### config.mk
export PLATFORM = sky130hd
export DESIGN_NAME = txls_regs
export DESIGN_NICKNAME = d
export VERILOG_FILES = /design/src/txls_pkg.sv /design/src/txls_sync.sv /design/src/txls_regs.sv
export SDC_FILE = /design/constraint.sdc
export NUM_CORES = 1
export LEC_CHECK = 0
export ABC_AREA = 1
export BUFFER_PORTS_ARGS = -buffer_cell sky130_fd_sc_hd__buf_2
export CAP_MARGIN = 20
export CORE_ASPECT_RATIO = 1.25
export CORE_MARGIN = 4
export CORE_UTILIZATION = 35
export DETAILED_ROUTE_END_ITERATION = 8
export SYNTH_ARGS = -nofsm -noshare
export SYNTH_HDL_FRONTEND = slang
export SYNTH_SLANG_ARGS = --single-unit
### constraint.sdc
create_clock -name pclk -period 1.1 [get_ports pclk]
set_input_delay 0.22 -clock pclk [delete_from_list [all_inputs] [get_ports pclk]]
set_output_delay 0.22 -clock pclk [all_outputs]
set_load 0.02 [all_outputs]
### src/txls_pkg.sv
// Purpose: shared constants and carrier types for the tx lane status bank
// Assumes: 32-bit APB data, 12-bit byte address, up to eight lanes
// Notes: offsets are byte addresses, one aligned word per register
package txls_pkg;

  localparam int TXLS_LANES = 8;
  localparam int TXLS_AW = 12;
  localparam int TXLS_DW = 32;
  localparam int TXLS_SYNC_STAGES = 2;

  // register byte offsets
  localparam logic [11:0] TXLS_FIFO_FLAGS_OFS = 12'h084;
  localparam logic [11:0] TXLS_PLL_CAL_OFS = 12'h088;
  localparam logic [11:0] TXLS_CTRL_OFS = 12'h0a0;

  // field positions inside the status and control words
  localparam int TXLS_HI_LSB = 16;
  localparam int TXLS_LO_LSB = 0;
  localparam int TXLS_CTRL_BONDED_BIT = 0;
  localparam int TXLS_CTRL_FREEZE_BIT = 1;

  // reset values and the all-ones lane byte
  localparam logic [31:0] TXLS_STAT_RST = 32'h0000_0000;
  localparam logic [7:0] TXLS_LANE_RST = 8'h00;
  localparam logic [7:0] TXLS_LANE_ONES = 8'hff;
  localparam logic TXLS_BONDED_RST = 1'b0;
  localparam logic TXLS_FREEZE_RST = 1'b0;

  // raw per-lane state and the shared pll lock arriving from the transceiver side
  typedef struct packed {
    logic [TXLS_LANES-1:0] fifo_empty;
    logic [TXLS_LANES-1:0] fifo_full;
    logic [TXLS_LANES-1:0] pll_lock;
    logic [TXLS_LANES-1:0] cal_busy;
    logic shared_pll_lock;
  } txls_lane_in_t;

  typedef struct packed {
    logic freeze;
    logic bonded;
  } txls_ctrl_t;

  // two lane fields into one status word; bits 31:24 and 15:8 stay zero
  function automatic logic [31:0] txls_place(input logic [7:0] hi, input logic [7:0] lo);
    logic [31:0] w;
    w = TXLS_STAT_RST;
    w[TXLS_HI_LSB +: 8] = hi;
    w[TXLS_LO_LSB +: 8] = lo;
    return w;
  endfunction

endpackage

### src/txls_sync.sv
// Purpose: two-flop synchroniser for a vector of independent levels
// Assumes: each bit is a slow level; no bus coherency across bits
// Notes: first stage is read only by the second stage
`timescale 1ns/1ps
module txls_sync #(
  parameter int W = 1
) (
  input wire logic pclk,
  input wire logic presetn,
  input wire logic [W-1:0] d,
  output logic [W-1:0] q
);

  logic [W-1:0] meta;

  always_ff @(posedge pclk or negedge presetn)
  begin
    if (!presetn)
    begin
      meta <= '0;
      q <= '0;
    end
    else
    begin
      meta <= d;
      q <= meta;
    end
  end

endmodule

### src/txls_regs.sv
// Purpose: read-only tx lane status bank on APB, plus a small control word
// Assumes: transceiver status is asynchronous to pclk; APB master is well behaved
// Notes: zero wait states; status lags the lane signals by three pclk edges
//
// Overview of operation
// - bits 23:16 show per-lane fifo empty
// - bits 7:0 show per-lane fifo full
// - fifo flags at 0x84, zero after reset
// - bits 23:16 of second word show lock
// - bonded mode: shared lock on lane 0 only
// - non-bonded mode: each lane its own lock
// - variant without lock reporting reads all ones
// - second word low byte shows calibration busy
// - calibration bits meaningless on variant without reporting
//
// The APB register port was left to the implementer.
`timescale 1ns/1ps
module txls_regs
  import txls_pkg::*;
#(
  parameter int NUM_LANES = txls_pkg::TXLS_LANES,
  parameter bit NO_LANE_LOCK = 1'b0,
  parameter bit NO_CAL_REPORT = 1'b0
) (
  input wire logic pclk,
  input wire logic presetn,
  input wire logic psel,
  input wire logic penable,
  input wire logic pwrite,
  input wire logic [txls_pkg::TXLS_AW-1:0] paddr,
  input wire logic [txls_pkg::TXLS_DW-1:0] pwdata,
  input wire logic [3:0] pstrb,
  output logic [txls_pkg::TXLS_DW-1:0] prdata,
  output logic pready,
  output logic pslverr,
  input wire txls_pkg::txls_lane_in_t lane_in
);
  import txls_pkg::*;

  // lanes above NUM_LANES are not built and read as zero, except in the lock byte of the NO_LANE_LOCK variant, which reads all ones
  localparam logic [7:0] LANE_MASK = 8'(TXLS_LANE_ONES >> (TXLS_LANES - NUM_LANES));

  txls_lane_in_t lane_sync;
  txls_ctrl_t ctrl;
  logic [7:0] fifo_empty_stat;
  logic [7:0] fifo_full_stat;
  logic [7:0] pll_lock_stat;
  logic [7:0] cal_stat;

  // every lane signal crosses in through two flops first
  txls_sync #(
    .W($bits(txls_lane_in_t))
  ) u_sync (
    .pclk(pclk),
    .presetn(presetn),
    .d(lane_in),
    .q(lane_sync)
  );

  // lock view depends on variant and on bonding
  wire [7:0] lock_bonded = {7'h00, lane_sync.shared_pll_lock};
  wire [7:0] lock_per_lane = lane_sync.pll_lock;
  wire [7:0] lock_view = NO_LANE_LOCK ? TXLS_LANE_ONES
                       : (ctrl.bonded ? lock_bonded : lock_per_lane) & LANE_MASK;
  // calibration bits carry nothing on that variant; zero keeps them stable
  wire [7:0] cal_view = NO_CAL_REPORT ? TXLS_LANE_RST
                      : lane_sync.cal_busy & LANE_MASK;
  wire [7:0] empty_view = lane_sync.fifo_empty & LANE_MASK;
  wire [7:0] full_view = lane_sync.fifo_full & LANE_MASK;

  // freeze holds a coherent snapshot while software reads both words
  always_ff @(posedge pclk or negedge presetn)
  begin
    if (!presetn)
    begin
      fifo_empty_stat <= TXLS_LANE_RST;
      fifo_full_stat <= TXLS_LANE_RST;
      pll_lock_stat <= TXLS_LANE_RST;
      cal_stat <= TXLS_LANE_RST;
    end
    else if (!ctrl.freeze)
    begin
      fifo_empty_stat <= empty_view;
      fifo_full_stat <= full_view;
      pll_lock_stat <= lock_view;
      cal_stat <= cal_view;
    end
  end

  // bus decode
  wire setup = psel && !penable;
  wire access = psel && penable;
  wire aligned = (paddr[1:0] == 2'b00);
  wire hit_fifo = aligned && (paddr == TXLS_FIFO_FLAGS_OFS);
  wire hit_pll = aligned && (paddr == TXLS_PLL_CAL_OFS);
  wire hit_ctrl = aligned && (paddr == TXLS_CTRL_OFS);
  wire hit_any = hit_fifo || hit_pll || hit_ctrl;

  wire [31:0] fifo_word = txls_place(fifo_empty_stat, fifo_full_stat);
  wire [31:0] pll_word = txls_place(pll_lock_stat, cal_stat);
  wire [31:0] ctrl_word = {30'h0, ctrl.freeze, ctrl.bonded};
  wire [31:0] rd_word = hit_fifo ? fifo_word
                      : hit_pll ? pll_word
                      : hit_ctrl ? ctrl_word
                      : TXLS_STAT_RST;

  // only the control word takes writes; status words drop them silently
  wire ctrl_we = access && pwrite && hit_ctrl && pstrb[0];

  assign pready = 1'b1;
  assign pslverr = access && !hit_any;

  always_ff @(posedge pclk or negedge presetn)
  begin
    if (!presetn)
    begin
      ctrl.bonded <= TXLS_BONDED_RST;
      ctrl.freeze <= TXLS_FREEZE_RST;
    end
    else if (ctrl_we)
    begin
      ctrl.bonded <= pwdata[TXLS_CTRL_BONDED_BIT];
      ctrl.freeze <= pwdata[TXLS_CTRL_FREEZE_BIT];
    end
  end

  // read data is caught at setup so it comes from a flop in the access cycle
  always_ff @(posedge pclk or negedge presetn)
  begin
    if (!presetn)
    begin
      prdata <= TXLS_STAT_RST;
    end
    else if (setup && !pwrite)
    begin
      prdata <= rd_word;
    end
  end

  property p_empty_read;
    @(posedge pclk) disable iff (!presetn)
    (setup && !pwrite && hit_fifo)
    |=> (prdata[23:16] == $past(fifo_empty_stat));
  endproperty
  a_empty_read: assert property (p_empty_read)
    else $error("empty flags not at bits 23:16");

  property p_full_read;
    @(posedge pclk) disable iff (!presetn)
    (setup && !pwrite && hit_fifo)
    |=> (prdata[7:0] == $past(fifo_full_stat)) && pready && !pslverr;
  endproperty
  a_full_read: assert property (p_full_read)
    else $error("full flags not at bits 7:0");

  property p_empty_tracks;
    @(posedge pclk) disable iff (!presetn)
    !ctrl.freeze
    |=> (fifo_empty_stat == $past(lane_sync.fifo_empty & LANE_MASK));
  endproperty
  a_empty_tracks: assert property (p_empty_tracks)
    else $error("empty status does not follow the lane");

  property p_stat_reset;
    @(posedge pclk) disable iff (!presetn)
    $rose(presetn) |-> (fifo_empty_stat == TXLS_LANE_RST)
                       && (fifo_full_stat == TXLS_LANE_RST) && (prdata == TXLS_STAT_RST);
  endproperty
  a_stat_reset: assert property (p_stat_reset)
    else $error("status not zero after reset");

  property p_lock_nonbonded;
    @(posedge pclk) disable iff (!presetn)
    (!NO_LANE_LOCK && !ctrl.bonded && !ctrl.freeze)
    |=> (pll_lock_stat == $past(lane_sync.pll_lock & LANE_MASK));
  endproperty
  a_lock_nonbonded: assert property (p_lock_nonbonded)
    else $error("per-lane lock not routed");

  property p_lock_bonded;
    @(posedge pclk) disable iff (!presetn)
    (!NO_LANE_LOCK && ctrl.bonded && !ctrl.freeze)
    |=> (pll_lock_stat[7:1] == 7'h00)
        && (pll_lock_stat[0] == $past(lane_sync.shared_pll_lock));
  endproperty
  a_lock_bonded: assert property (p_lock_bonded)
    else $error("bonded lock not on lane 0 alone");

  property p_lock_read;
    @(posedge pclk) disable iff (!presetn)
    (setup && !pwrite && hit_pll) |=> (prdata[23:16] == $past(pll_lock_stat));
  endproperty
  a_lock_read: assert property (p_lock_read)
    else $error("lock bits not at 23:16");

  property p_lock_tied;
    @(posedge pclk) disable iff (!presetn)
    (NO_LANE_LOCK && !ctrl.freeze) |=> (pll_lock_stat == TXLS_LANE_ONES);
  endproperty
  a_lock_tied: assert property (p_lock_tied)
    else $error("lock bits not tied to one");

  property p_cal_read;
    @(posedge pclk) disable iff (!presetn)
    (setup && !pwrite && hit_pll && !ctrl.freeze && !$past(ctrl.freeze) && !NO_CAL_REPORT)
    |=> (prdata[7:0] == ($past(lane_sync.cal_busy, 2) & LANE_MASK));
  endproperty
  a_cal_read: assert property (p_cal_read)
    else $error("calibration bits not in low byte");

  property p_cal_absent;
    @(posedge pclk) disable iff (!presetn)
    NO_CAL_REPORT |-> (cal_stat == TXLS_LANE_RST);
  endproperty
  a_cal_absent: assert property (p_cal_absent)
    else $error("calibration bits move on variant without them");

  property p_reserved_zero;
    @(posedge pclk) disable iff (!presetn)
    (setup && !pwrite && (hit_fifo || hit_pll))
    |=> (prdata[31:24] == 8'h00) && (prdata[15:8] == 8'h00);
  endproperty
  a_reserved_zero: assert property (p_reserved_zero)
    else $error("reserved bits not zero");

  property p_status_write_ignored;
    @(posedge pclk) disable iff (!presetn)
    (access && pwrite && (hit_fifo || hit_pll)) |=> $stable(ctrl) && !$past(pslverr);
  endproperty
  a_status_write_ignored: assert property (p_status_write_ignored)
    else $error("write to status word had an effect");

  property p_ctrl_write;
    @(posedge pclk) disable iff (!presetn)
    ctrl_we |=> (ctrl.bonded == $past(pwdata[0])) && (ctrl.freeze == $past(pwdata[1]));
  endproperty
  a_ctrl_write: assert property (p_ctrl_write)
    else $error("control write lost");

  property p_unmapped;
    @(posedge pclk) disable iff (!presetn)
    (setup && !hit_any) |=> pslverr && pready;
  endproperty
  a_unmapped: assert property (p_unmapped)
    else $error("unmapped address not flagged");

  property p_full_tracks;
    @(posedge pclk) disable iff (!presetn)
    !ctrl.freeze
    |=> (fifo_full_stat == $past(lane_sync.fifo_full & LANE_MASK));
  endproperty
  a_full_tracks: assert property (p_full_tracks)
    else $error("full status does not follow the lane");

  property p_cal_tracks;
    @(posedge pclk) disable iff (!presetn)
    (!NO_CAL_REPORT && !ctrl.freeze)
    |=> (cal_stat == $past(lane_sync.cal_busy & LANE_MASK));
  endproperty
  a_cal_tracks: assert property (p_cal_tracks)
    else $error("calibration status does not follow the lane");

  // software relies on this to read both words from one instant
  property p_freeze_hold;
    @(posedge pclk) disable iff (!presetn)
    ctrl.freeze
    |=> $stable(fifo_empty_stat) && $stable(fifo_full_stat)
        && $stable(pll_lock_stat) && $stable(cal_stat);
  endproperty
  a_freeze_hold: assert property (p_freeze_hold)
    else $error("status moved while frozen");

  property p_unbuilt_lanes;
    @(posedge pclk) disable iff (!presetn)
    ((fifo_empty_stat | fifo_full_stat | cal_stat) & ~LANE_MASK) == 8'h00;
  endproperty
  a_unbuilt_lanes: assert property (p_unbuilt_lanes)
    else $error("lane that is not built shows a flag");

  property p_fifo_word;
    @(posedge pclk) disable iff (!presetn)
    (setup && !pwrite && hit_fifo)
    |=> (prdata == {8'h00, $past(fifo_empty_stat), 8'h00, $past(fifo_full_stat)});
  endproperty
  a_fifo_word: assert property (p_fifo_word)
    else $error("fifo flag word wrong");

  property p_pll_word;
    @(posedge pclk) disable iff (!presetn)
    (setup && !pwrite && hit_pll)
    |=> (prdata == {8'h00, $past(pll_lock_stat), 8'h00, $past(cal_stat)});
  endproperty
  a_pll_word: assert property (p_pll_word)
    else $error("lock and calibration word wrong");

  // the status flop lags one edge, so the bonding that loaded it is the past one
  property p_bonded_read;
    @(posedge pclk) disable iff (!presetn)
    (setup && !pwrite && hit_pll && !NO_LANE_LOCK && $past(ctrl.bonded) && !$past(ctrl.freeze))
    |=> (prdata[23:17] == 7'h00);
  endproperty
  a_bonded_read: assert property (p_bonded_read)
    else $error("bonded read shows lock above lane 0");

  property p_ctrl_readback;
    @(posedge pclk) disable iff (!presetn)
    (setup && !pwrite && hit_ctrl)
    |=> (prdata == {30'h0, $past(ctrl.freeze), $past(ctrl.bonded)});
  endproperty
  a_ctrl_readback: assert property (p_ctrl_readback)
    else $error("control word read back wrong");

  property p_unmapped_data;
    @(posedge pclk) disable iff (!presetn)
    (setup && !pwrite && !hit_any)
    |=> (prdata == TXLS_STAT_RST);
  endproperty
  a_unmapped_data: assert property (p_unmapped_data)
    else $error("unmapped read returned data");

  property p_prdata_hold;
    @(posedge pclk) disable iff (!presetn)
    !(setup && !pwrite)
    |=> $stable(prdata);
  endproperty
  a_prdata_hold: assert property (p_prdata_hold)
    else $error("read data moved outside a read setup");

  property p_ctrl_hold;
    @(posedge pclk) disable iff (!presetn)
    !ctrl_we
    |=> $stable(ctrl);
  endproperty
  a_ctrl_hold: assert property (p_ctrl_hold)
    else $error("control changed without a write");

  property p_status_no_err;
    @(posedge pclk) disable iff (!presetn)
    (setup && (hit_fifo || hit_pll))
    |=> !pslverr && pready;
  endproperty
  a_status_no_err: assert property (p_status_no_err)
    else $error("status word access flagged an error");

  property p_lock_cal_reset;
    @(posedge pclk) disable iff (!presetn)
    $rose(presetn) |-> (pll_lock_stat == TXLS_LANE_RST) && (cal_stat == TXLS_LANE_RST)
                       && !ctrl.bonded && !ctrl.freeze;
  endproperty
  a_lock_cal_reset: assert property (p_lock_cal_reset)
    else $error("lock, calibration or control not zero after reset");

endmodule

# [Word-level counts from Yosys, hierarchy flattened]
# Index checks and enable logic that the tools add are counted.
# W data, S select, Z words.
[totals] in_bits=86 reg_bits=132
[classes] eq_ne=3 n_reduce_logical=16 muxes=4
[ops] op="$mux W24" n=2
[ops] op="$eq A12 B8 Y1 const B" n=3
[ops] op="$logic_and A1 B1 Y1" n=10
[ops] op="$mux W8" n=1
[ops] op="$logic_not A1 Y1" n=3
[ops] op="$logic_not A2 Y1" n=1
[ops] op="$logic_or A1 B1 Y1" n=2
[ops] op="$mux W2" n=1

# [Longest topological paths before layout]
# Gate-level depths: netlist of run 1.
[logic_depth] ltp_word=6 mapped_depth=9

# [Hierarchy]
# A second synthesis of run 1 with hierarchy kept.
[hier_totals] hier_cells=395 hier_area_um2=4250.3
[by_module_without_submodules] module="txls_regs" area_each_um2=2598.7 n_inst=1 cells_per_inst=329
[by_module_without_submodules] module="txls_sync" area_each_um2=1651.6 n_inst=1 cells_per_inst=66

# [Worst setup path after synthesis of run 1]
# Ideal clock, no wire load.
[synth_timing] path_kind="input to output" startpoint="input port paddr[11] (netlist name)" endpoint="output port pslverr" slack_ns=-0.228 arrival_ns=1.108 path_stages=7 required_ns=0.880 cell_sequence="nor2_1 -> and2_1 -> buf_2 -> buf_2 -> nand2_1 -> nand3_1 -> nor2_1"
[synth_via] elab_chain_len=6
[synth_lines] element="start, declared" line="txls_regs.sv:30" source="input wire logic [txls_pkg::TXLS_AW-1:0] paddr,"
[synth_lines] element="$eq A12 B8 Y1, on equally long branches" line="txls_regs.sv:94, txls_regs.sv:95"
[synth_lines] element="$logic_and A1 B1 Y1, on equally long branches" line="txls_regs.sv:94, txls_regs.sv:95"
[synth_lines] element="$logic_or A1 B1 Y1" line="txls_regs.sv:97" source="wire hit_any = hit_fifo || hit_pll || hit_ctrl;"
[synth_lines] element="$logic_or A1 B1 Y1 (*)" line="txls_regs.sv:97"
[synth_lines] element="$logic_not A1 Y1 (*)" line="txls_regs.sv:111" source="assign pslverr = access && !hit_any;"
[synth_lines] element="$logic_and A1 B1 Y1 (*)" line="txls_regs.sv:111"
[synth_lines] element="end, declared" line="txls_regs.sv:35" source="output logic pslverr,"
# Every way passes the cells marked *; elsewhere a longest branch is shown, timed or not.

# [Final worst setup path of run 1]
[layout_timing] startpoint="input port paddr[1] (netlist name)" endpoint="output port pslverr"
[layout_via] elab_chain_len=6
[layout_lines] element="$eq A12 B8 Y1, or another cell as far along" line="txls_regs.sv:94" source="wire hit_fifo = aligned && (paddr == TXLS_FIFO_FLAGS_OFS);"
[layout_lines] element="$logic_and A1 B1 Y1, on equally long branches" line="txls_regs.sv:94, txls_regs.sv:95"
[layout_lines] element="$logic_or A1 B1 Y1" line="txls_regs.sv:97"
[layout_lines] element="$logic_or A1 B1 Y1 (*)" line="txls_regs.sv:97"
[layout_lines] element="$logic_not A1 Y1 (*)" line="txls_regs.sv:111"
[layout_lines] element="$logic_and A1 B1 Y1 (*)" line="txls_regs.sv:111"
# Marked as above.

==> reports/summary.txt, run 1 <==
status -> finished, violations left
violated checks -> negative setup slack
CP most frequent cell -> nor2_4
Ports -> 120
r2r setup slk -> 0.08 ns
total CTS buffers -> 17
initial antenna violation count -> 0
Hold Path Stages -> 3
Synth Register Bits -> 116
Hold EP -> ctrl[0]$_DFFE_PN0P_
startpoint types -> input port
Chip Width -> 105 um
sequential area share after synthesis -> 70.7%
top-count cell post-synth -> dfrtp_1
TritonRoute pass-1 iters -> 4
# port buffers -> 69
worst setup margin -> -0.122 ns
GR Util All Layers -> 12.7%
slowest cell delay on critical path -> 0.15 ns
critical path's slowest cell -> nor2_4
Tcrit/Tclk final -> 111%
Power Density -> 1740 mW/mm^2
fin cells -> 673
ys async rst share -> 100%
Leak -> 3.05 nW
post-synthesis instance area -> 0.00411 sq mm
Synth Area in Adders -> 0%
DRT antenna net count -> 0
Crit Path Class -> input port to output pin
Slew Viols, Final -> 0
Reg2Reg Depth -> 2
RSZ-0062 raised after global routing -> yes
number of flops mapped to enable cells by yosys -> 0
Critical Path End Type -> output pin
top cells by count, synth -> 116 x dfrtp_1, 115 x nand2_1, 28 x nand3_1, 25 x inv_1, 23 x o21ai_0
CP Max Fanout -> 4
global route overflow -> 0
Max Clk Rate -> 818 MHz
global-route wire length before repair -> 13600 um
RR Startpoint -> ctrl[1]$_DFFE_PN0P_
drt total wl -> 7780 um
total number of vias -> 2781
DP Area -> 0.00470 sq mm
Core Rows -> 44
layout cells sized above 1 -> 32.9%
DP HPWL -> 5390 um
Starting Density -> 35.5%
Core Area -> 0.0116 sq mm
ranking of synthesized cells by area -> dfrtp_1 71%, nand2_1 11%, nand3_1 3.4%, buf_4 3.3%, o21ai_0 2.8%
RD Place Congestion -> 0.751
Hold Startpoint -> pwdata[0]
H-tree Lvls -> 4
final setup vio count -> 17
worst endpoint required time -> 0.88 ns
CTS Buffer Depth -> 2
nets -> 608
Final Instance Area -> 0.00600 sq mm
minimum clock period -> 1.22 ns
Post-Synth XOR/XNOR Area -> 0%
dominant cell type by area after synthesis -> dfrtp_1
Post-Syn Area per Cell -> 11.0 sq um
crit path DAT -> 1.00 ns
MaxCap Viol Count -> 0
DRT iter0 DRCs -> 134
area share of the largest cell type after synthesis -> 70.7%
Main synth FF type -> dfrtp_1
VDD IR max -> 1.07 mV
Final Hold Vio Count -> 0
clk slew on worst S/H paths -> 0.05 ns
Syn Inst Count -> 375
Routed WL per cell -> 11.6 um
Hold WC Path Type -> input port to flip-flop
die height -> 129 um
Reg2Reg Capture Point -> pll_lock_stat[2]$_DFFE_PN0N_
Syn. warnings -> 0
CP cell instances -> buf_6 -> nor2_4 -> nand2_2 -> nor2_4 -> nand2_4 -> nand3_4 -> nor2_4 -> buf_6
die area -> 0.0135 sq mm
post-synthesis mux area share -> 0%
worst skew pair latency -> 0.41 ns
ant diodes -> 0
largest family of logic cells by synthesized area -> simple AND/OR/NAND/NOR gates
Clock Root Buffer -> clkbuf_16
vias in the first global route -> 2910
number of clock sinks -> 116
Via density -> 4.13
Area Growth Syn to Fin -> 46.0%
CTS tree -> built
Compound-Gate Fraction of Synth Area -> 4.42%
drt drc -> 0
skew final -> 0.00812 ns
hold slack final -> 0.0741 ns
Synth Area in Simple Gates -> 17.4%
Cells after DPL -> 586
largest net degree at the start of global routing -> 40
post-synth cell types -> 25
## logic make-up (layout without fill, tap and decap cells)
family                 Yosys count  count (layout)
AO/OA/AOI/OAI                   34              34
AND/OR/NAND/NOR                167             167
other                            2              17
buffers and inverters           56             201
flip-flops                     116             116
## state kept, by name, indices dropped and copies added, names as in the netlist
name / cells
fifo_full_stat: 8
pll_lock_stat: 8
cal_stat: 8
u_sync.meta: 33
prdata: 16
fifo_empty_stat: 8
ctrl: 2
u_sync.q: 33
## power by group
| part | leakage, nW | switching, W | total (W) | internal [W] |
|---|---|---|---|---|
| Combinational | 1.37 | 0.000287 | 0.000529 | 0.000242 |
| Clock | 0.286 | 0.00199 | 0.00538 | 0.00339 |
| Sequential | 1.39 | 0.0000599 | 0.00451 | 0.00445 |
| Total | 3.05 | 0.00234 | 0.0104 | 0.00808 |
## routing by layer
| metal | share of wire, % | global-route usage [%] | routed length, um |
|---|---|---|---|
| met1 | 44 | 15.4 | 3390 |
| met2 | 50 | 20.4 | 3900 |
| met3 | 4.6 | 3.84 | 355 |
| met4 | 1.9 | 7.34 | 145 |
| met5 | 0 | 0 | 0 |
## what timing repair did
| action | 4_1_cts | 5_1_grt |
|---|---|---|
| endpoints found under the setup margin | 17 | 19 |
| setup buffers | 14 | 7 |
| pin swaps | 13 | 14 |
| resized for setup | 44 | 17 |
| hold buffers | 34 | 0 |
| hold endpoints to repair | 149 | 0 |
## worst max-delay path: cells and delay by family
kind | cells | cell delay, ns
and+or+nand+nor | 6 | 0.56
buffers and inverters | 2 | 0.21
## layout make-up
class,count,area [sq um]
repair buffers,143,1160
fillers,1013,5560
flip-flops and latches,116,2900
well taps,138,173
inverters,26,97.6
multi-input cells,218,1060
clock inverters,15,171
clock buffers,17,425
## cells in the final DEF (no fill, tap or decap), drive strengths merged
master       synthesis  layout
and2                 1       1
nor3                 1       1
clkinv               0       4
dfrtp              116     116
a21oi                2       2
nor2                16      16
inv                 26      33
or2                  1       1
conb                 2      17
nand3               29      29
nand2              118     118
dlygate4sd3          0      34
clkbuf               5      17
nand4                1       1
buf                 25     109
clkinvlp             0       2
bufinv               0       2
o21ai               32      32
## worst max-delay path by stage
stage,from,end,slack (ns),cells after the start
floorplan,paddr[9],pslverr,-0.07,7
global placement,paddr[1],pslverr,-0.25,8
detailed placement,paddr[1],pslverr,-0.29,8
CTS,paddr[0],pslverr,-0.14,8
global route,paddr[6],pslverr,-0.17,8
finish,paddr[1],pslverr,-0.12,8
## per-stage QoR
| step | util (%) | setup TNS [ns] | setup WS (ns) | total power, W |
|---|---|---|---|---|
| finish | 51.9 | -0.776 | -0.122 | 0.0104 |
| global placement | 40.7 | -3.29 | -0.248 | 0.00498 |
| CTS | 50.9 | -1.26 | -0.144 | 0.0106 |
| detailed placement | 40.7 | -3.96 | -0.290 | 0.00500 |
| global route | 51.9 | -1.53 | -0.173 | 0.0109 |
| floorplan | - | -0.0673 | -0.0673 | 0.00478 |
No activity file was read; power rests on OpenSTA's default activity.
==> run 2: changes to the inputs <==
Clock period 1.1 ns to 1.2 ns, I/O delays scaled along.
==> run 2 against run 1 <==
  * The run still ends with negative setup slack left
  * Global-route usage shrank 0.24 points
  * Via count grew 0.54%
  * Non-clock buffer count shrank 5
  * Clock power shrank 3%
  * Sequential cell count is the same
  * Critical path depth is the same
  * Power shrank 5.8%
  * Die area is the same
  * Cell count shrank 0.74%
  * Critical path type unchanged
==> reports/summary.txt, run 2 (synthesized netlist as in run 1, its figures left out) <==
vias in the first global route -> 2954
fin cells -> 668
Reg2Reg Depth -> 2
Crit Path Class -> input port to output pin
Power Density -> 1660 mW/mm^2
die area -> 0.0135 sq mm
Top Registers -> u_sync.meta: 33 flops, u_sync.q: 33 flops, prdata: 16 flops
violated checks -> negative setup slack
Hold EP -> ctrl[0]$_DFFE_PN0P_
Starting Density -> 35.5%
drt drc -> 0
DRT iter0 DRCs -> 109
commonest non-fill, non-tap cell in the layout -> dfrtp_1
hold slack final -> 0.113 ns
DP HPWL -> 5350 um
Critical Path End Type -> output pin
Via density -> 4.19
Area Growth Syn to Fin -> 44.3%
nets -> 603
crit path DAT -> 1.05 ns
Final Hold Vio Count -> 0
total number of vias -> 2796
largest net degree at the start of global routing -> 55
CP Max Fanout -> 4
CTS tree -> built
layout cells sized above 1 -> 30.6%
VDD IR max -> 0.990 mV
# port buffers -> 69
global route overflow -> 0
H-tree Lvls -> 4
number of clock sinks -> 116
Max Clk Rate -> 774 MHz
DP Area -> 0.00469 sq mm
RR Startpoint -> ctrl[1]$_DFFE_PN0P_
storage element area -> 0.00290 sq mm
Hold Path Stages -> 3
CTS Buffer Depth -> 2
multi-input combinational cell area -> 0.00104 sq mm
Ports -> 120
TritonRoute pass-1 iters -> 4
Reg2Reg Capture Point -> pll_lock_stat[2]$_DFFE_PN0N_
Leak -> 3.03 nW
Cells after DPL -> 584
final setup vio count -> 1
Core Area -> 0.0116 sq mm
Routed WL per cell -> 11.7 um
CP cell instances -> buf_6 -> nor2_4 -> nand3_2 -> nor2_4 -> nand2_2 -> nand3_4 -> nor2_4 -> buf_6
Chip Width -> 105 um
startpoint types -> input port
die height -> 129 um
crit-path leading delay family -> simple AND/OR/NAND/NOR gates
RD Place Congestion -> 0.786
Final Instance Area -> 0.00593 sq mm
Clock Root Buffer -> clkbuf_16
global-route wire length before repair -> 13500 um
Core Rows -> 44
drt total wl -> 7820 um
RSZ-0062 raised after global routing -> yes
MaxCap Viol Count -> 0
r2r setup slk -> 0.15 ns
ant diodes -> 0
Hold WC Path Type -> input port to flip-flop
Tcrit/Tclk final -> 108%
slowest cell delay on critical path -> 0.16 ns
commonest non-fill, non-tap cells in the layout -> 116 x dfrtp_1, 111 x nand2_1, 51 x buf_2, 35 x buf_4, 34 x dlygate4sd3_1
critical path's slowest cell -> nor2_4
total CTS buffers -> 17
worst endpoint required time -> 0.96 ns
initial antenna violation count -> 0
minimum clock period -> 1.29 ns
DRT antenna net count -> 0
status -> finished, violations left
worst skew pair latency -> 0.40 ns
Hold Startpoint -> pwdata[0]
Slew Viols, Final -> 0
skew final -> 0.00554 ns
final-layout fill cell count -> 1039
CP most frequent cell -> nor2_4
worst setup margin -> -0.0926 ns
clk slew on worst S/H paths -> 0.05 ns
GR Util All Layers -> 12.5%
Overall Power -> 0.00982 W
worst slack, placed -> -0.216 ns
Buf/Inv on CP -> 2
run 2: changes by cell type in the layout (fill, tap and decap cells not counted), sizes merged:
cell      previous run  this run
clkinvlp             2         1
bufinv               2         4
clkbuf              17        22
clkinv               4         5
buf                109       104
inv                 33        26
run 2: worst max path at each step:
stage / from / slack [ns] / endpoint / cells past startpoint
CTS: paddr[0] / -0.07 / pslverr / 8
finish: paddr[1] / -0.09 / pslverr / 8
floorplan: paddr[9] / -0.007 / pslverr / 7
detailed placement: paddr[1] / -0.22 / pslverr / 8
global route: paddr[1] / -0.13 / pslverr / 8
global placement: paddr[1] / -0.19 / pslverr / 8
run 2: repair_timing:
action,CTS,global route
setup buffers,6,12
hold buffers,34,0
endpoints found under the setup margin,4,14
pin swaps,11,5
gates resized for setup,16,27
hold endpoints to repair,149,0
run 2: metrics by stage:
| step | utilization (%) | setup TNS, ns |
|---|---|---|
| after floorplan | - | -0.00734 |
| after global placement | 40.6 | -1.91 |
| after detailed placement | 40.6 | -2.47 |
| after CTS | 49.7 | -0.0704 |
| after global routing | 51.3 | -0.145 |
| final | 51.3 | -0.0926 |
run 2: layout make-up:
type	count	share of cell area (%)
flip-flops and latches	116	49.0
repair buffers	138	18.3
multi-input cells	218	17.5
clock buffers	22	8.00
well taps	138	2.91
clock inverters	10	2.58
inverters	26	1.65
run 2: layer usage:
metal	global-route usage [%]	vias to the layer above	part of all wire, %
met3	4.04	15	4.7
met5	0	-	0
met4	6.02	0	2.7
met2	21.0	74	51
met1	14.5	1290	42
li1	-	1417	-
run 2: tightest hold or removal path: cells and delay by family:
family,cells,cell delay [ns]
and+or+nand+nor,2,0.16
buffers and inverters,1,0.08
run 2: report_power, final:
group | leakage, nW | internal (W) | switching [W]
Combinational | 1.33 | 0.000213 | 0.000257
Clock | 0.310 | 0.00361 | 0.00159
Sequential | 1.39 | 0.00409 | 0.0000553
